File: src/verilog/sipc_pkg.sv
// Shared constants and types for the sensor I2C target and power-state control.
// Assumes a single 250 MHz clock; the I2C pins are asynchronous to it.
package sipc_pkg;
  // Clock and power-on blackout timing
  localparam int          CLK_PERIOD_NS  = 4;
  localparam int          INIT_TIME_NS   = 200000;
  localparam int          INIT_CYCLES    = INIT_TIME_NS / CLK_PERIOD_NS;
  // Target address, arbitrary neutral value
  localparam logic [6:0]  TGT_ADDR       = 7'h2A;
  // Register addresses handled inside this block
  localparam logic [7:0]  ADDR_ENABLE    = 8'h80;
  localparam logic [7:0]  ADDR_STATUS6   = 8'hA7;
  localparam logic [7:0]  ADDR_CFG0      = 8'hA9;
  localparam logic [7:0]  ADDR_CFG3      = 8'hAC;
  localparam logic [7:0]  ADDR_CONTROL   = 8'hFA;
  // Field positions
  localparam int          BIT_PON        = 0;
  localparam int          BIT_AEN        = 1;
  localparam int          BIT_SAI        = 4;
  localparam int          BIT_HOLD       = 1;
  localparam int          BIT_HOLD_CLR   = 1;
  localparam int          BIT_PAR        = 6;
  // Reset values and writable masks
  localparam logic [7:0]  RST_ENABLE     = 8'h00;
  localparam logic [7:0]  RST_CFG3       = 8'h0C;
  localparam logic [7:0]  MASK_ENABLE    = 8'h4B;
  // Low-byte addresses of the two-byte fields
  localparam logic [7:0]  LOW_ADDRS [8]  = '{8'h84, 8'h86, 8'h95, 8'h97,
                                             8'h99, 8'h9B, 8'h9D, 8'h9F};

  // Power states
  typedef enum logic [2:0] {
    PW_INIT   = 3'h0,
    PW_SLEEP  = 3'h1,
    PW_IDLE   = 3'h2,
    PW_ACTIVE = 3'h3,
    PW_HOLD   = 3'h4
  } sipc_pstate_t;

  // Bus-interface states
  typedef enum logic [2:0] {
    IS_IDLE = 3'h0,
    IS_ADDR = 3'h1,
    IS_AACK = 3'h2,
    IS_WR   = 3'h3,
    IS_WACK = 3'h4,
    IS_RD   = 3'h5,
    IS_RACK = 3'h6
  } sipc_istate_t;

  // Register access request toward the register file
  typedef struct packed {
    logic       wr;
    logic       rd;
    logic [7:0] addr;
    logic [7:0] wdata;
  } sipc_req_t;

  // Power-state outputs
  typedef struct packed {
    logic init_busy;
    logic osc_run;
    logic als_run;
    logic color_par;
    logic sleep_hold;
  } sipc_pwr_t;
endpackage : sipc_pkg

File: src/verilog/sipc_top.sv
// I2C target with register pointer, 16-bit read latch and power-state sequencing.
// Assumes open-drain SCL/SDA pins synchronised here, register file outside.
// Function
// (RULE1) After reset, 200us blackout: every transfer gets not-acknowledge.
// (RULE2) Host waits out the blackout and ignores all device outputs.
// (RULE3) Blackout ends in SLEEP with the oscillator stopped.
// (RULE4) Bus interface serves transfers during SLEEP without leaving SLEEP.
// (RULE5) power_on_bit set moves SLEEP to IDLE with oscillator running.
// (RULE6) light_sense_enable moves IDLE to active; clearing it returns to IDLE.
// (RULE7) parallel_sensing_select runs colour functions concurrently with own settings.
// (RULE8) sleep_after_interrupt makes an interrupt force SLEEP.
// (RULE9) Interrupt sleep keeps all register values, power_on_bit stays set.
// (RULE10) Interrupt sleep lasts until sleep_hold_flag is cleared via 0xFA.
// (RULE11) 7-bit target addressing, SCL up to 400 kHz.
// (RULE12) 8-bit register pointer increments after each byte.
// (RULE13) Pointer keeps its value across STOP and bus release.
// (RULE14) Read without address byte continues at previous address plus one.
// (RULE15) Low-byte read latches the 16-bit field; high byte served from latch.
// (RULE16) Host reads low byte then high byte with nothing between.
// (RULE17) Host writes low byte then high byte immediately after.
// (RULE18) Host should use bursts for two-byte quantities.
// (RULE19) Device drives ACK or NACK on the ninth clock of each byte. Code pulls ACK after address and write bytes only.
// (RULE20) Host may STOP after a not-acknowledge.
// (RULE21) Read is write-address, register, repeated START, read-address, data.
// (RULE22) Host acknowledges all read bytes but the last, then STOP.
// (RULE23) Latch holds until high byte read or next low-byte capture.
`timescale 1ns/1ns
module sipc_top #(
  parameter int INIT_CNT = sipc_pkg::INIT_CYCLES
) (
  // Clock and reset
  input  wire logic               clk_in,
  input  wire logic               reset_n_in,
  // I2C pins, open drain
  input  wire logic               scl_in,
  input  wire logic               sda_in,
  output logic                    sda_out,
  output logic                    sda_oe_out,
  // Register file side
  output sipc_pkg::sipc_req_t     reg_req_out,
  input  wire logic [7:0]         reg_rdata_in,
  input  wire logic [15:0]        field16_in,
  // Measurement side
  input  wire logic               irq_in,
  output sipc_pkg::sipc_pwr_t     pwr_out
);
  import sipc_pkg::*;

  // Low-byte decode of two-byte fields, used for capture and for checks
  function automatic logic is_low(input logic [7:0] a);
    is_low = 1'b0;
    for (int i = 0; i < 8; i++) begin
      is_low = is_low | (a == LOW_ADDRS[i]);
    end
  endfunction : is_low

  // Pin synchronisers; only the second stage and its delayed copy are used
  logic scl_m, scl_s, scl_q, sda_m, sda_s, sda_q;
  always_ff @(posedge clk_in or negedge reset_n_in) begin
    if (!reset_n_in) begin
      {scl_m, scl_s, scl_q} <= 3'h7;
      {sda_m, sda_s, sda_q} <= 3'h7;
    end else begin
      {scl_m, scl_s, scl_q} <= {scl_in, scl_m, scl_s};
      {sda_m, sda_s, sda_q} <= {sda_in, sda_m, sda_s};
    end
  end

  logic scl_rise, scl_fall, bus_start, bus_stop;
  assign scl_rise  = scl_s & ~scl_q;
  assign scl_fall  = ~scl_s & scl_q;
  assign bus_start = scl_s & scl_q & sda_q & ~sda_s;
  assign bus_stop  = scl_s & scl_q & ~sda_q & sda_s;
  // Power and register state
  sipc_pstate_t pstate, next_pstate;
  logic [15:0]  init_cnt, next_init_cnt;
  logic [7:0]   enable_r, next_enable_r, cfg3_r, next_cfg3_r;
  logic         par_sel, next_par_sel, hold, next_hold;
  sipc_pwr_t    next_pwr;
  // Bus-interface state
  sipc_istate_t istate, next_istate;
  logic [3:0]   bitcnt, next_bitcnt;
  logic [7:0]   shreg, next_shreg, ptr, next_ptr;
  logic         rw, next_rw, first, next_first, host_ack, next_host_ack, oe, next_oe;
  logic [15:0]  latch, next_latch;
  logic [7:0]   latch_addr, next_latch_addr, rd_byte;
  logic         latch_vld, next_latch_vld, load;
  sipc_req_t    next_req;
  // Byte served for the pointer; internal registers first, latch before the file
  always_comb begin
    case (ptr)
      ADDR_ENABLE:  rd_byte = enable_r;
      ADDR_CFG0:    rd_byte = 8'(par_sel) << BIT_PAR;
      ADDR_CFG3:    rd_byte = cfg3_r;
      ADDR_STATUS6: rd_byte = 8'(hold) << BIT_HOLD;
      default:      rd_byte = (latch_vld && ptr == latch_addr) ? latch[15:8]   // see (RULE15)
                                                               : reg_rdata_in;
    endcase
  end

  // Bus interface: runs in every power state, so SLEEP never blocks it (see (RULE4))
  always_comb begin
    next_istate     = istate;
    next_bitcnt     = bitcnt;
    next_shreg      = shreg;
    next_ptr        = ptr;
    next_rw         = rw;
    next_first      = first;
    next_host_ack   = host_ack;
    next_oe         = oe;
    next_latch      = latch;
    next_latch_addr = latch_addr;
    next_latch_vld  = latch_vld;
    next_req        = '{wr: 1'b0, rd: 1'b0, addr: ptr, wdata: reg_req_out.wdata};
    load = scl_fall && ((istate == IS_AACK && rw) || (istate == IS_RACK && host_ack));
    if (bus_start) begin
      next_istate = IS_ADDR;
      next_bitcnt = 4'h0;
      next_oe     = 1'b0;
    end else if (bus_stop) begin
      next_istate = IS_IDLE;                       // pointer kept, see (RULE13)
      next_oe     = 1'b0;
    end else if (load) begin
      next_istate = IS_RD;
      next_bitcnt = 4'h0;
      next_shreg  = rd_byte;
      next_oe     = ~rd_byte[7];
      next_req.rd = 1'b1;
      if (is_low(ptr)) begin                       // see (RULE15)
        next_latch      = field16_in;
        next_latch_addr = ptr + 8'h01;
        next_latch_vld  = 1'b1;
      end else if (latch_vld && ptr == latch_addr) begin
        next_latch_vld  = 1'b0;                    // see (RULE23)
      end
    end else begin
      case (istate)
        IS_ADDR, IS_WR: begin
          if (scl_rise) begin
            next_shreg  = {shreg[6:0], sda_s};
            next_bitcnt = bitcnt + 4'h1;
          end else if (scl_fall && bitcnt == 4'h8) begin
            if (istate == IS_WR) begin
              next_oe     = 1'b1;                  // see (RULE19)
              next_istate = IS_WACK;
              next_first  = 1'b0;
              if (first) begin
                next_ptr = shreg;                  // see (RULE12)
              end else begin
                next_req = '{wr: 1'b1, rd: 1'b0, addr: ptr, wdata: shreg};
                next_ptr = ptr + 8'h01;            // see (RULE12)
              end
            end else if (shreg[7:1] == TGT_ADDR && pstate != PW_INIT) begin
              next_oe     = 1'b1;                  // see (RULE11) (RULE19)
              next_rw     = shreg[0];
              next_istate = IS_AACK;
            end else begin
              next_istate = IS_IDLE;               // silence is NACK, see (RULE1)
            end
          end
        end
        IS_AACK, IS_WACK: begin
          if (scl_fall) begin
            next_oe     = 1'b0;
            next_istate = IS_WR;
            next_bitcnt = 4'h0;
            next_first  = (istate == IS_AACK) ? 1'b1 : first;
          end
        end
        IS_RD: begin
          if (scl_fall) begin
            next_bitcnt = bitcnt + 4'h1;
            if (bitcnt == 4'h7) begin
              next_oe     = 1'b0;
              next_istate = IS_RACK;
              next_ptr    = ptr + 8'h01;           // see (RULE12) (RULE14)
            end else begin
              next_shreg = {shreg[6:0], 1'b0};
              next_oe    = ~shreg[6];
            end
          end
        end
        IS_RACK: begin
          if (scl_rise) begin
            next_host_ack = ~sda_s;
          end else if (scl_fall) begin
            next_istate = IS_IDLE;                 // host NACK ends the read
          end
        end
        default: next_istate = IS_IDLE;
      endcase
    end
  end
  // Power sequencing and the registers it owns
  always_comb begin
    logic clr;
    clr           = reg_req_out.wr && reg_req_out.addr == ADDR_CONTROL
                    && reg_req_out.wdata[BIT_HOLD_CLR];
    next_pstate   = pstate;
    next_init_cnt = init_cnt;
    next_enable_r = enable_r;
    next_cfg3_r   = cfg3_r;
    next_par_sel  = par_sel;
    if (reg_req_out.wr) begin
      case (reg_req_out.addr)
        ADDR_ENABLE: next_enable_r = reg_req_out.wdata[BIT_PON] ? reg_req_out.wdata & MASK_ENABLE
                                                                : RST_ENABLE;
        ADDR_CFG3:   next_cfg3_r   = reg_req_out.wdata;
        ADDR_CFG0:   next_par_sel  = reg_req_out.wdata[BIT_PAR];
        default:     next_cfg3_r   = cfg3_r;
      endcase
    end
    // Set beats clear, but hold is only cleared in HOLD, where irq_in is ignored, so an interrupt in the clearing cycle is lost
    next_hold = (hold & ~clr) | (irq_in && cfg3_r[BIT_SAI]
                 && (pstate == PW_IDLE || pstate == PW_ACTIVE));   // see (RULE8) (RULE10)
    case (pstate)
      PW_INIT: begin
        next_init_cnt = init_cnt + 16'h0001;
        if (init_cnt == 16'(INIT_CNT - 1)) begin
          next_pstate = PW_SLEEP;                  // see (RULE3)
        end
      end
      PW_SLEEP:  if (enable_r[BIT_PON]) next_pstate = PW_IDLE;    // see (RULE5)
      PW_IDLE, PW_ACTIVE: begin
        if (next_hold) begin
          next_pstate = PW_HOLD;                   // see (RULE8) (RULE9)
        end else if (!enable_r[BIT_PON]) begin
          next_pstate = PW_SLEEP;
        end else begin
          next_pstate = enable_r[BIT_AEN] ? PW_ACTIVE : PW_IDLE;  // see (RULE6)
        end
      end
      PW_HOLD:   if (!hold) next_pstate = enable_r[BIT_PON] ? PW_IDLE : PW_SLEEP; // see (RULE10)
      default:   next_pstate = PW_INIT;
    endcase
    next_pwr.init_busy  = next_pstate == PW_INIT;
    next_pwr.osc_run    = next_pstate == PW_IDLE || next_pstate == PW_ACTIVE;
    next_pwr.als_run    = next_pstate == PW_ACTIVE;
    next_pwr.color_par  = next_pstate == PW_ACTIVE && next_par_sel;          // see (RULE7)
    next_pwr.sleep_hold = next_hold;
  end

  // All state registers; SDA is only ever pulled low
  always_ff @(posedge clk_in or negedge reset_n_in) begin
    if (!reset_n_in) begin
      pstate <= PW_INIT;  init_cnt <= 16'h0000;  enable_r <= RST_ENABLE;
      cfg3_r <= RST_CFG3; par_sel <= 1'b0;       hold <= 1'b0;
      pwr_out <= '{init_busy: 1'b1, default: 1'b0};
      istate <= IS_IDLE;  bitcnt <= 4'h0;  shreg <= 8'h00;  ptr <= 8'h00;
      rw <= 1'b0;  first <= 1'b0;  host_ack <= 1'b0;  oe <= 1'b0;
      latch <= 16'h0000;  latch_addr <= 8'h00;  latch_vld <= 1'b0;
      reg_req_out <= '0;  sda_out <= 1'b0;  sda_oe_out <= 1'b0;
    end else begin
      pstate <= next_pstate;  init_cnt <= next_init_cnt;  enable_r <= next_enable_r;
      cfg3_r <= next_cfg3_r;  par_sel <= next_par_sel;    hold <= next_hold;
      pwr_out <= next_pwr;
      istate <= next_istate;  bitcnt <= next_bitcnt;  shreg <= next_shreg;
      ptr <= next_ptr;  rw <= next_rw;  first <= next_first;  host_ack <= next_host_ack;
      oe <= next_oe;  latch <= next_latch;  latch_addr <= next_latch_addr;
      latch_vld <= next_latch_vld;  reg_req_out <= next_req;
      sda_out <= 1'b0;  sda_oe_out <= next_oe;
    end
  end
endmodule : sipc_top
File: config.mk
export PLATFORM = sky130hd
export DESIGN_NAME = sipc_top
export DESIGN_NICKNAME = d
export VERILOG_FILES = /design/src/verilog/sipc_pkg.sv /design/src/verilog/sipc_top.sv
export SDC_FILE = /design/constraint.sdc
export NUM_CORES = 1
export LEC_CHECK = 0
export ABC_AREA = 1
export BUFFER_PORTS_ARGS = -buffer_cell sky130_fd_sc_hd__buf_2
export CAP_MARGIN = 10
export CORE_MARGIN = 10
export CORE_UTILIZATION = 59
export DETAILED_ROUTE_END_ITERATION = 12
export GPL_ROUTABILITY_DRIVEN = 0
export GPL_TIMING_DRIVEN = 0
export PLACE_DENSITY_LB_ADDON = 0.15
export SLEW_MARGIN = 25
export SYNTH_ARGS = -nofsm -noshare
export SYNTH_HDL_FRONTEND = slang
export SYNTH_SLANG_ARGS = --single-unit
File: constraint.sdc
create_clock -name clk_in -period 2.31 [get_ports clk_in]
set_clock_uncertainty 0.15 [all_clocks]
set_input_delay 0.231 -clock clk_in [delete_from_list [all_inputs] [get_ports clk_in]]
set_output_delay 0.231 -clock clk_in [all_outputs]
set_load 0.02 [all_outputs]
======== Word-level counts from Yosys, hierarchy flattened ========
Cells that the tools add are included.
cells by class
  add/sub/neg operators ................... 3
  $mul .................................... 0
  div/mod/pow operators ................... 0
  order comparisons ....................... 0
  equality and inequality tests ........... 55
  shift-type cells ........................ 0
  multiplexer cells ....................... 74
  bitwise gates (word level) .............. 29
  reduce and logical (&&, ||, !) cells .... 39
operators with widths
  operator                                        count
  == test 8 bit (second input constant)           16
  two-way mux 18 bit                              7
  two-way mux 8 bit                               11
  two-way mux 3 bit                               15
  inequality test 5 bit (second input constant)   7
  one-hot mux 8 bit (2 select lines)              2
  one-hot mux 8 bit (4 select lines)              1
  two-way mux 4 bit                               6
  one-hot mux 3 bit (4 select lines)              2
  two-way mux 1 bit                               22
  == test 3 x 2 -> 1 bit (second input constant)  6
  AND reduction 9 bit                             2
  adder 16 x 1 -> 16 bit (second input constant)  1
  == test 16 bit (second input constant)          1
  two-way mux 16 bit                              1
  inequality test 2 bit (second input constant)   8
  AND reduction 8 bit                             2
  inverter 1 bit                                  13
  == test 3 bit (second input constant)           4
  inequality test 4 bit (second input constant)   3
  one-hot mux 4 bit (3 select lines)              1
  AND reduction 6 bit                             2
  logical AND 1 bit                               11
  AND reduction 5 bit                             2
  25 further kinds                                54
storage, ports and cells
  register bits ........................... 117
  latch bits .............................. 0
  bits in writable memories ............... 0
  bits in read-only memories .............. 0
  input bits .............................. 29
  memories kept ........................... 0

======== Longest topological paths before layout ========
Gate-level depths: netlist of run 1.
  depth in word-level cells ............... 10
  mapped depth ............................ 13
  mapped depth without buffers ............ 13

======== Least setup slack after synthesis of run 1 ========
OpenSTA, ideal clock, no wires.
  kind .................................... register to register
  start point ............................. reg ptr[0]
  end point ............................... reg oe
  arrival time ............................ 1.466 ns
  data required time ...................... 2.044 ns
  setup slack ............................. 0.578 ns
  stages on the path, launching flop included .. 13
  buffers on the path ..................... 0
  clock period less this slack ............ 1.732 ns
  path through ............................ dfrtp_1 inv_1 ha_1 inv_1 nor2_1 nand2_1 o21ai_0 nor2_4 nand3_1 nand2_1 nand2_1 nand2_1 nand2_1
on the way
  cells in the longest elaborated chain, start to end .. 8
RTL lines
  item                                  RTL line         source
  start: declaration                    sipc_top.sv:83   logic [7:0] shreg, next_shreg, ptr, next_ptr;
  start signal: assignment              sipc_top.sv:258  ptr <= next_ptr; rw <= next_rw; first <= next_first; host_ack <= next_host_ack;
  == test 8 bit                         sipc_top.sv:96   default: rd_byte = (latch_vld && ptr == latch_addr) ? latch[15:8]
  logical AND 1 bit                     sipc_top.sv:96
  two-way mux 8 bit                     sipc_top.sv:96
  one-hot mux 8 bit (4 select lines) *  sipc_top.sv:91   case (ptr)
  inverter 1 bit *                      sipc_top.sv:127  next_oe = ~rd_byte[7];
  two-way mux 1 bit *                   sipc_top.sv:123  end else if (load) begin
  two-way mux 1 bit *                   sipc_top.sv:120  end else if (bus_stop) begin
  two-way mux 1 bit *                   sipc_top.sv:116  if (bus_start) begin
  end signal: assignment                sipc_top.sv:259  oe <= next_oe; latch <= next_latch; latch_addr <= next_latch_addr;
  end: declaration                      sipc_top.sv:84   logic rw, next_rw, first, next_first, host_ack, next_host_ack, oe, next_oe;
Mark *: on every way between the ends. The rest lies on a longest branch, timed or not.
A chain may end at the register's enable or synchronous reset.

======== Final worst setup path of run 1 ========
  start point ............................. reg ptr[0]
  end point ............................... reg shreg[0]
on the way
  cells in the longest elaborated chain, start to end .. 5
RTL lines
  item                                  RTL line         source
  == test 8 bit                         sipc_top.sv:96
  logical AND 1 bit                     sipc_top.sv:96
  two-way mux 8 bit                     sipc_top.sv:96
  one-hot mux 8 bit (4 select lines) *  sipc_top.sv:91
  two-way mux 8 bit *                   sipc_top.sv:123
  end signal: assignment                sipc_top.sv:257  istate <= next_istate; bitcnt <= next_bitcnt; shreg <= next_shreg;
  end: declaration                      sipc_top.sv:83
Marked as above.

==> results of run 1 <==
-- flip-flops by register name (all words and copies together) (netlist names), 3 cells and up --
signal,flops
shreg,8
reg_req_out,18
ptr,8
pwr_out,4
cfg3_r,8
pstate,3
latch_addr,8
latch,8
init_cnt,16
bitcnt,4
istate,3
enable_r,4
-- power by group through the flow --
stage	Sequential, mW	Clock, mW	Combinational, mW
global route	2.22	1.38	0.927
finish	2.20	1.27	0.808
floorplan	2.20	0	0.519
global placement	2.21	0	0.758
CTS	2.19	1.30	0.809
detailed placement	2.23	0	0.787
-- per-layer routing --
layer,GRT usage (%),up-vias,share of wire [%]
li1,-,2279,-
met1,25.4,2111,44
met2,30.9,173,46
met3,4.83,27,7.7
met4,6.01,0,2.0
met5,0,-,0
-- through the flow --
| stage | util, % | hold slack [ns] | total power, mW | TNS, ns |
|---|---|---|---|---|
| 2_1_floorplan | - | -0.215 | 2.72 | 0 |
| 3_3_place_gp | 63.9 | 0.186 | 2.97 | -23.43 |
| 3_5_place_dp | 64.2 | 0.0410 | 3.01 | 0 |
| 4_1_cts | 67.9 | 0.0178 | 4.30 | 0 |
| 5_1_grt | 67.9 | 0.0577 | 4.53 | 0 |
| 6_report | 67.9 | 0.0178 | 4.28 | 0 |
-- timing repair --
action / in CTS / in global routing
endpoints found under the hold margin: 58 / 0
endpoints found under the setup margin: 0 / 2
hold buffers: 11 / 0
gates resized for setup: 0 / 2
-- cell usage in the layout, fill, tap and decap left out, drive strengths merged, types with 11 or more instances in the layout --
cell,netlist,layout
nand2,214,214
dfrtp,96,96
inv,89,91
nor2,61,61
buf,11,56
o21ai,53,53
nand3,36,36
nor3,24,24
a21oi,19,19
xor2,18,18
dlygate4sd3,0,11
-- logic make-up (layout without fill, tap and decap cells) --
group                    after synthesis  after routing  synth area share, %
flip-flops                           105            105                 48.1
AND/OR/NAND/NOR                      349            349                 28.6
XOR/XNOR                              23             23                 3.67
buffers and inverters                101            173                 8.26
multiplexers                           7              7                 1.41
adder cells (fa/ha/maj)                7              7                 1.60
other                                  1              1               0.0684
AO/OA/AOI/OAI                         83             83                 8.30
-- final cells by class --
| type | instances | area share [%] |
|---|---|---|
| plain buffers | 11 | 1.77 |
| clock buffers | 10 | 2.05 |
| clock inverters | 6 | 1.57 |
| inverters | 90 | 5.52 |
| multi-input cells | 470 | 38.5 |
| flip-flops and latches | 105 | 42.5 |
| well taps | 111 | 2.23 |
| repair buffers | 56 | 5.86 |
-- critical path, cell delays in order (launching register included) --
cell and delay [ns]:
dfrtp_2 0.46, inv_1 0.15, ha_1 0.18, inv_1 0.07
nor2_1 0.12, nand2_1 0.08, inv_1 0.24, nand2_1 0.09
o21ai_1 0.16, nor2_1 0.06, nor2_1 0.08, nand2_1 0.06
a21oi_1 0.12
-- final timing paths --
kind,to,slack [ns],depth (start not counted)
max,shreg[0]$_DFFE_PN0P_,0.22,12
max reg2reg,shreg[0]$_DFFE_PN0P_,0.22,12
min reg2reg,scl_s$_DFF_PN1_,0.21,0
max in group asynchronous,sda_m$_DFF_PN1_,1.14,3
min in group asynchronous,reg_req_out[17]$_DFF_PN0_,0.19,2
min,hold$_DFF_PN0_,0.02,3
==> metrics.md, run 1 <==
| Metric | Value |
|---|---|
| Unique masters post-synth | `39` |
| Hold Crit Start | `irq_in` |
| Synth Warn # | `0` |
| Seq/Total Area, Yosys | `roughly half` |
| Largest net degree at the start of global routing | `58` |
| Crit path max fanout | `8` |
| Vias/cell | `5.34` |
| Clk slew on worst S/H paths | `roughly 0.1 ns` |
| Power per cell area | `around 690 nW/um^2` |
| CTS Buf Count | `9` |
| Clock group share of total power | `a little under 30%` |
| FF-to-FF Start | `ptr[0]$_DFFE_PN0P_` |
| IR drop worst, VDD | `between 300 and 400 uV` |
| Count leader, synth | `nand2_1` |
| Synth Flop Type | `dfrtp_1` |
| Post-route DRC | `0` |
| Synth Register Bits | `between 100 and 150` |
| Nets | `779` |
| Syn_area_per_cell | `between 8 and 9 um^2` |
| Main area contributors after synthesis | `dfrtp_1, nand2_1, inv_1` |
| Register area | `roughly 2600 um^2` |
| Sw frac | `around a third` |
| Critical path class | `reg -> reg` |
| First-pass GRT wire length | `~21000 um` |
| Number of global-route vias before repair | `between 4000 and 5000` |
| Gate power share | `about a fifth` |
| Post-synth ARST share | `100%` |
| Net Sw Power | `between 1 and 1.5 mW` |
| Leakage | `3.23 nW` |
| Multi-input combinational cell area | `around 2400 um^2` |
| GR Util All Layers | `19.4%` |
| First-pass detailed-route iteration total | `5` |
| Antenna violations before repair | `0` |
| Worst Setup Start Kind | `flip-flop` |
| Skew-Pair Late Insertion Delay | `0.37 ns` |
| Reg power frac | `51.4%` |
| Setup slack at placement | `0.230 ns` |
| WP data arrival | `~2.2 ns` |
| Initial core utilization | `about three fifths` |
| Final period util | `approximately 91%` |
| EDFF count, synth | `0` |
| Finished layout cell area | `around 6200 um^2` |
| Clock Path Buffers | `2` |
| Die width | `approximately 120 um` |
| Aggregate routed wire length | `roughly 12000 um` |
| Final setup violation count | `0` |
| Syn Std Cell Area | `between 5000 and 6000 um^2` |
| Layout cells sized above 1 | `between 10% and 20%` |
| Status | `finished, final reports clean` |
| Initial drt markers | `about 400` |
| Via count | `~4600` |
| Post CTS Setup Buffer Count | `0` |
| CTS Sinks | `105` |
| Post-route insts no fill | `859` |
| FP Rows | `35` |
| CP Capture Type | `flip-flop` |
| Area delta synth->final | `13.3%` |
| Pins Over Slew Limit | `0` |
| Min Tclk post-route | `2.09 ns` |
| Count of filler cells inserted in the layout | `approximately 770` |
| Core area | `9150 um^2` |
| Max Fclk | `478 MHz` |
| Syn_nets | `a little over 700` |
| Placed Instance Area | `5880 um^2` |
| Grt total ovfl | `0` |
| Post-synthesis instance total | `approximately 680` |
| Ports | `54` |
| CTS root buf | `clkbuf_8` |
| # placed instances | `around 830` |
| Die Span Y | `between 100 and 150 um` |
| Internal power | `approximately 2.9 mW` |
| Antenna violation net count after detailed routing | `0` |
| PnR worst setup slack | `0.218 ns` |
| CTS tree | `yes` |
| PortBufs | `44` |
| # Max-Cap Violations | `0` |
| DR WL/cell | `14.2 um` |
| Share of the synthesized area in the top cell type | `43.8%` |
| Worst setup path startpoint | `ptr[0]$_DFFE_PN0P_` |
| Unrepaired setup endpoints after global routing | `no` |
| Antenna cells | `0` |
| CTS H-Tree Depth | `3` |
| Final hold viol count | `0` |
| Die ar. | `13600 um^2` |
| Synth top cells by count | `nand2_1, dfrtp_1, inv_1` |
| Worst path required time | `~2.5 ns` |
| Hold Crit Class | `in -> reg` |
| Largest area contributor in the netlist | `dfrtp_1` |
| Post-DP HPWL | `between 9000 and 10000 um` |
Note: power is estimated with default switching activity, not from simulation.
==> inputs of run 2 (changes only) <==
Settings changed: CORE_UTILIZATION 59 to 50.
==> run 2 against run 1 <==
  * First-iteration DRC count increased by 18%
  * Sequential share of layout area about the same
  * Wire length increased by 4.0%
  * Power decreased by 3.4%
  * Critical path depth decreased by 2
  * Combinational power increased by 1%
  * Die area increased by 15%
  * Register-to-register slack got worse by 0.03 ns
  * Global-route usage decreased by 2.6 points
  * Clock power decreased by 13%
  * Worst hold slack improved by 0.074 ns
  * Sequential power about the same
  * Critical endpoint unchanged
==> metrics.md, run 2 (same netlist as run 1, synthesis figures left out) <==
| Metric | Value |
|---|---|
| Status | `finished, final reports clean (unchanged)` |
| Largest net degree at the start of global routing | `57 (was 58)` |
| Pins Over Slew Limit | `0 (unchanged)` |
| CP Capture Type | `flip-flop (unchanged)` |
| Antenna cells | `0 (unchanged)` |
| Antenna violation net count after detailed routing | `0 (unchanged)` |
| Multi-input combinational cell area | `2390 um^2 (unchanged)` |
| Critical Path Slowest Stage Cell | `dfrtp_2 (unchanged)` |
| Grt total ovfl | `0 (unchanged)` |
| Cells along the critical path | `inv_1, ha_1, inv_1, nor3_1, nand2_1, o21ai_0, nor2_1, nor2_1, nand2_1, a21oi_1 (was inv_1, ha_1, inv_1, nor2_1, nand2_1, inv_1, nand2_1, o21ai_1, nor2_1, nor2_1, nand2_1, a21oi_1)` |
| Crit path max fanout | `7 (was 8)` |
| Initial core utilization | `50.8% (was 59.9%)` |
| DR WL/cell | `14.3 um (was 14.2 um)` |
| Clk slew on worst S/H paths | `0.11 ns (was 0.10 ns)` |
| Final setup violation count | `0 (unchanged)` |
| Commonest non-fill, non-tap cell in the layout | `nand2_1 (unchanged)` |
| Min Tclk post-route | `2.13 ns (was 2.09 ns)` |
| Hold_ws | `0.0919 ns (was 0.0178 ns)` |
| Ports | `54 (unchanged)` |
| Post-DP HPWL | `9550 um (was 9330 um)` |
| Number of flip-flops in the largest register | `18 (unchanged)` |
| CTS tree | `yes (unchanged)` |
| Die Span Y | `125 um (was 116 um)` |
| CTS H-Tree Depth | `3 (unchanged)` |
| Biggest regs | `reg_req_out x18, init_cnt x16 (unchanged)` |
| Hold Crit Class | `in -> reg (unchanged)` |
| Vias/cell | `5.14 (was 5.34)` |
| Most frequent cells in the layout | `nand2_1, dfrtp_1, inv_1 (unchanged)` |
| Finished layout cell area | `6220 um^2 (was 6210 um^2)` |
| PortBufs | `44 (unchanged)` |
| WP data arrival | `2.31 ns (was 2.24 ns)` |
| Largest register by flop count | `reg_req_out (unchanged)` |
| CP top delay family | `simple AND/OR/NAND/NOR gates (unchanged)` |
| Layout cells sized above 1 | `18.2% (was 17.8%)` |
| Skew-Pair Late Insertion Delay | `0.40 ns (was 0.37 ns)` |
| Critical path class | `reg -> reg (unchanged)` |
| Number of global-route vias before repair | `4564 (was 4607)` |
| Max Fclk | `471 MHz (was 478 MHz)` |
| Final hold viol count | `0 (unchanged)` |
| FP Rows | `38 (was 35)` |
| First-pass GRT wire length | `22000 um (was 21200 um)` |
| # Max-Cap Violations | `0 (unchanged)` |
| CTS Sinks | `105 (unchanged)` |
| WP buf/inv | `2 (was 3)` |
| Setup slack at placement | `0.153 ns (was 0.230 ns)` |
| Largest stage delay on the critical path | `0.48 ns (was 0.46 ns)` |
| Worst Setup Start Kind | `flip-flop (unchanged)` |
| Register area | `2640 um^2 (about the same)` |
| GR Util All Layers | `16.8% (was 19.4%)` |
| Area delta synth->final | `13.4% (was 13.3%)` |
| PnR worst setup slack | `0.185 ns (was 0.218 ns)` |
| Die width | `125 um (was 116 um)` |
| Placed Instance Area | `5910 um^2 (was 5880 um^2)` |
| Core area | `10800 um^2 (was 9150 um^2)` |
| First-pass detailed-route iteration total | `5 (unchanged)` |
| CTS Buf Count | `9 (unchanged)` |
| Fin util | `57.6% (was 67.9%)` |
| Leakage | `3.21 nW (was 3.23 nW)` |
| Aggregate routed wire length | `12700 um (was 12200 um)` |
| Die ar. | `15600 um^2 (was 13600 um^2)` |
| Antenna violations before repair | `0 (unchanged)` |
| CTS root buf | `clkbuf_8 (unchanged)` |
| Post-route DRC | `0 (unchanged)` |
| Nets | `780 (was 779)` |
| Count of filler cells inserted in the layout | `992 (was 765)` |
| Worst path required time | `2.50 ns (was 2.46 ns)` |
| Power per cell area | `664 nW/um^2 (was 688 nW/um^2)` |
| Via count | `4572 (was 4590)` |
| Post CTS Setup Buffer Count | `0 (unchanged)` |
| Unrepaired setup endpoints after global routing | `no (unchanged)` |
| Clock Path Buffers | `2 (unchanged)` |
| IR drop worst, VDD | `566 uV (was 391 uV)` |
| Final period util | `92.0% (was 90.5%)` |
| Initial drt markers | `478 (was 406)` |
## run 2: cell count changes in the layout (fill, tap and decap cells not counted), sizes merged
cell,previous run,this run
inv,91,94
clkbuf,10,9
bufinv,2,0
dlygate4sd3,11,12
## run 2: final timing paths
check | slack (ns) | endpoint | cells after the start | start
worst max-delay path | 0.18 | shreg[0]$_DFFE_PN0P_ | 10 | ptr[0]$_DFFE_PN0P_
worst min-delay path | 0.09 | shreg[0]$_DFFE_PN0P_ | 5 | reg_rdata_in[0]
worst max register to register | 0.18 | shreg[0]$_DFFE_PN0P_ | 10 | ptr[0]$_DFFE_PN0P_
worst min register to register | 0.21 | scl_s$_DFF_PN1_ | 0 | scl_m$_DFF_PN1_
max in group asynchronous | 1.11 | scl_q$_DFF_PN1_ | 3 | reset_n_in
min in group asynchronous | 0.18 | reg_req_out[17]$_DFF_PN0_ | 2 | reset_n_in
## run 2: metal layers
metal,part of all wire [%],track usage (%),up-vias
met4,1.3,4.93,0
met5,0,0,-
met2,45,25.5,147
met3,5.9,5.19,15
met1,48,22.4,2131
li1,-,-,2279
## run 2: layout make-up
cell class / count / share of cell area, %
buffer: 11 / 1.77
tap: 140 / 2.82
clock buffer: 9 / 1.99
clock inverter: 7 / 0.945
sequential: 105 / 42.5
inverter: 90 / 5.51
multi-input combinational: 470 / 38.5
timing repair buffer: 57 / 6.01
## run 2: metrics by stage
| step | instances | power, mW | TNS [ns] |
|---|---|---|---|
| floorplan | 676 | 2.72 | 0 |
| finish | 889 | 4.13 | 0 |
| global route | 889 | 4.39 | 0 |
| detailed placement | 861 | 3.02 | 0 |
| CTS | 889 | 4.17 | 0 |
| global placement | 860 | 2.98 | -29.32 |
## run 2: repair_timing
| item | CTS | global route |
|---|---|---|
| hold endpoints to repair | 60 | 0 |
| endpoints found under the setup margin | 0 | 6 |
| hold buffers | 12 | 0 |
| gates resized for setup | 0 | 3 |
## run 2: worst min-delay path, delay by kind of cell
| family | cells | cell delay [ns] |
|---|---|---|
| AND/OR/NAND/NOR | 2 | 0.17 |
| AO/OA/AOI/OAI | 2 | 0.11 |
| buffers and inverters | 1 | 0.10 |
## run 2: power breakdown
group	internal, mW	total, mW	switching, mW	leakage, nW
sequential	2.00	2.20	0.202	1.35
combinational	0.296	0.816	0.520	1.76
clock	0.415	1.11	0.694	0.0982
==> inputs of run 3 (changes only) <==
Settings changed: SKIP_CTS_REPAIR_TIMING from default to 1.
Clock period 2.31 ns to 2 ns, I/O delays scaled along.
==> run 3 against run 2 <==
  * Die area unchanged
  * Global-route usage down 0.14 points
  * Worst setup slack worse by 0.17 ns
==> metrics.md, run 3 (same netlist as run 1, synthesis figures left out) <==
| Metric | Value |
|---|---|
| Status | `finished, final reports clean (unchanged)` |
| Layout cells sized above 1 | `28.9% (was 18.2%)` |
| Final period util | `99.2% (was 92.0%)` |
| Ports | `54 (unchanged)` |
| Post-route DRC | `0 (unchanged)` |
| CTS Sinks | `105 (unchanged)` |
| Die width | `125 um (unchanged)` |
| GRT met2 Usage | `25.1% (was 25.5%)` |
| Crit path max fanout | `6 (was 7)` |
| Met3 Resource Use GR | `4.94% (was 5.19%)` |
| First-pass detailed-route iteration total | `5 (unchanged)` |
| Power Total | `5.15 mW (was 4.13 mW)` |
| Most frequent cells in the layout | `nand2_1, dfrtp_1, inv_1 (unchanged)` |
| Critical path class | `reg -> reg (unchanged)` |
| WP data arrival | `2.13 ns (was 2.31 ns)` |
| Die ar. | `15600 um^2 (unchanged)` |
| Max Fclk | `504 MHz (was 471 MHz)` |
| Skew-Pair Late Insertion Delay | `0.40 ns (about the same)` |
| Met1 Track Usage GR | `22.6% (was 22.4%)` |
| Clk slew on worst S/H paths | `0.11 ns (about the same)` |
| Hold_ws | `0.0606 ns (was 0.0919 ns)` |
| Top Usage Layer GRT | `met2 (unchanged)` |
| Antenna cells | `0 (unchanged)` |
| Reg power frac | `49.3% (was 53.4%)` |
| Largest net degree at the start of global routing | `57 (unchanged)` |
| Biggest regs | `reg_req_out x18, init_cnt x16 (unchanged)` |
| Nets | `817 (was 780)` |
| Min Tclk post-route | `1.98 ns (was 2.13 ns)` |
| DR WL/cell | `14.6 um (was 14.3 um)` |
| Number of flip-flops in the largest register | `18 (unchanged)` |
| Worst path required time | `2.15 ns (was 2.50 ns)` |
| Count of filler cells inserted in the layout | `919 (was 992)` |
| Power per cell area | `766 nW/um^2 (was 664 nW/um^2)` |
| FP Rows | `38 (unchanged)` |
| Setup slack at placement | `-0.157 ns (was 0.153 ns)` |
| Area delta synth->final | `22.6% (was 13.4%)` |
| Post-DP HPWL | `9550 um (unchanged)` |
| IR drop worst, VDD | `656 uV (was 566 uV)` |
| CTS tree | `yes (unchanged)` |
| PnR worst setup slack | `0.0166 ns (was 0.185 ns)` |
| Final hold viol count | `0 (unchanged)` |
| GR Util All Layers | `16.7% (was 16.8%)` |
| CP Capture Type | `flip-flop (unchanged)` |
| Pins Over Slew Limit | `0 (unchanged)` |
| Worst Setup Start Kind | `flip-flop (unchanged)` |
| Initial core utilization | `50.8% (unchanged)` |
| Number of global-route vias before repair | `4526 (was 4564)` |
| Placed Instance Area | `5910 um^2 (unchanged)` |
| Net Sw Power | `1.79 mW (was 1.42 mW)` |
| Internal power | `3.36 mW (was 2.71 mW)` |
| CTS H-Tree Depth | `3 (unchanged)` |
| Grt total ovfl | `0 (unchanged)` |
| Sum Neg Setup Slack | `0 ns (unchanged)` |
| Initial drt markers | `481 (was 478)` |
| Sw frac | `34.8% (was 34.3%)` |
| Core area | `10800 um^2 (unchanged)` |
| Antenna violation net count after detailed routing | `0 (unchanged)` |
| PortBufs | `44 (unchanged)` |
| Largest register by flop count | `reg_req_out (unchanged)` |
| First-pass GRT wire length | `21800 um (was 22000 um)` |
| Leakage | `3.41 nW (was 3.21 nW)` |
| Clock group share of total power | `25.0% (was 26.9%)` |
| Via count | `4764 (was 4572)` |
| Reg2Reg Setup Slack | `0.02 ns (was 0.18 ns)` |
| Aggregate routed wire length | `13600 um (was 12700 um)` |
| Clock Path Buffers | `2 (unchanged)` |
| # Max-Cap Violations | `0 (unchanged)` |
| Antenna violations before repair | `0 (unchanged)` |
| CTS root buf | `clkbuf_8 (unchanged)` |
| Gate power share | `25.7% (was 19.8%)` |
| Final setup violation count | `0 (unchanged)` |
| CTS Buf Count | `9 (unchanged)` |
| Unrepaired setup endpoints after global routing | `yes (was no)` |
| Vias/cell | `5.14 (about the same)` |
| Commonest non-fill, non-tap cell in the layout | `nand2_1 (unchanged)` |
| Hold Crit Class | `in -> reg (unchanged)` |
| Finished layout cell area | `6730 um^2 (was 6220 um^2)` |
| Die Span Y | `125 um (unchanged)` |
-- run 3: power by group through the flow --
stage                     combinational, mW  clock (mW)  sequential (mW)
after floorplan                       0.600           0             2.55
after global placement                0.883           0             2.56
after detailed placement              0.920           0             2.57
after CTS                             0.926        1.34             2.53
after global routing                   1.47        1.42             2.57
final                                  1.32        1.29             2.54
-- run 3: final timing paths --
check                                         from                         to  cells past startpoint
worst min-delay path               reg_rdata_in[0]       shreg[0]$_DFFE_PN0P_                      5
worst max-delay path            ptr[4]$_DFFE_PN0P_       shreg[6]$_DFFE_PN0P_                     11
worst max register to register  ptr[4]$_DFFE_PN0P_       shreg[6]$_DFFE_PN0P_                     11
max in group asynchronous               reset_n_in            sda_m$_DFF_PN1_                      3
min in group asynchronous               reset_n_in  reg_req_out[17]$_DFF_PN0_                      2
worst min register to register     scl_m$_DFF_PN1_            scl_s$_DFF_PN1_                      0
-- run 3: critical path, stage by stage (launching register included) --
cell and delay (ns):
dfrtp_2 0.48, inv_2 0.14, nand4_1 0.21, inv_2 0.14
nand2_2 0.08, o21ai_2 0.11, nor2_4 0.10, buf_6 0.14
o211ai_1 0.13, nand2_1 0.10, nand2_1 0.06, nand2_1 0.04
-- run 3: layer usage --
metal | vias to the layer above | routed length (um)
met3 | 11 | 830
met5 | - | 0
met2 | 134 | 6310
met4 | 0 | 150
met1 | 2261 | 6270
li1 | 2358 | -
-- run 3: final cells by class --
type                    instances  area [um^2]  share of cell area (%)
repair buffers                 94          661                    9.82
clock buffers                   9          124                    1.84
plain buffers                  11          110                    1.64
flip-flops and latches        105         2650                    39.4
inverters                      90          358                    5.32
clock inverters                 7         58.8                   0.874
multi-input cells             470         2590                    38.5
well taps                     140          175                    2.60
-- run 3: metrics by stage --
stage	utilization, %	instances
2_1_floorplan	-	676
3_3_place_gp	54.5	860
3_5_place_dp	54.8	861
4_1_cts	56.5	877
5_1_grt	62.3	926
6_report	62.3	926
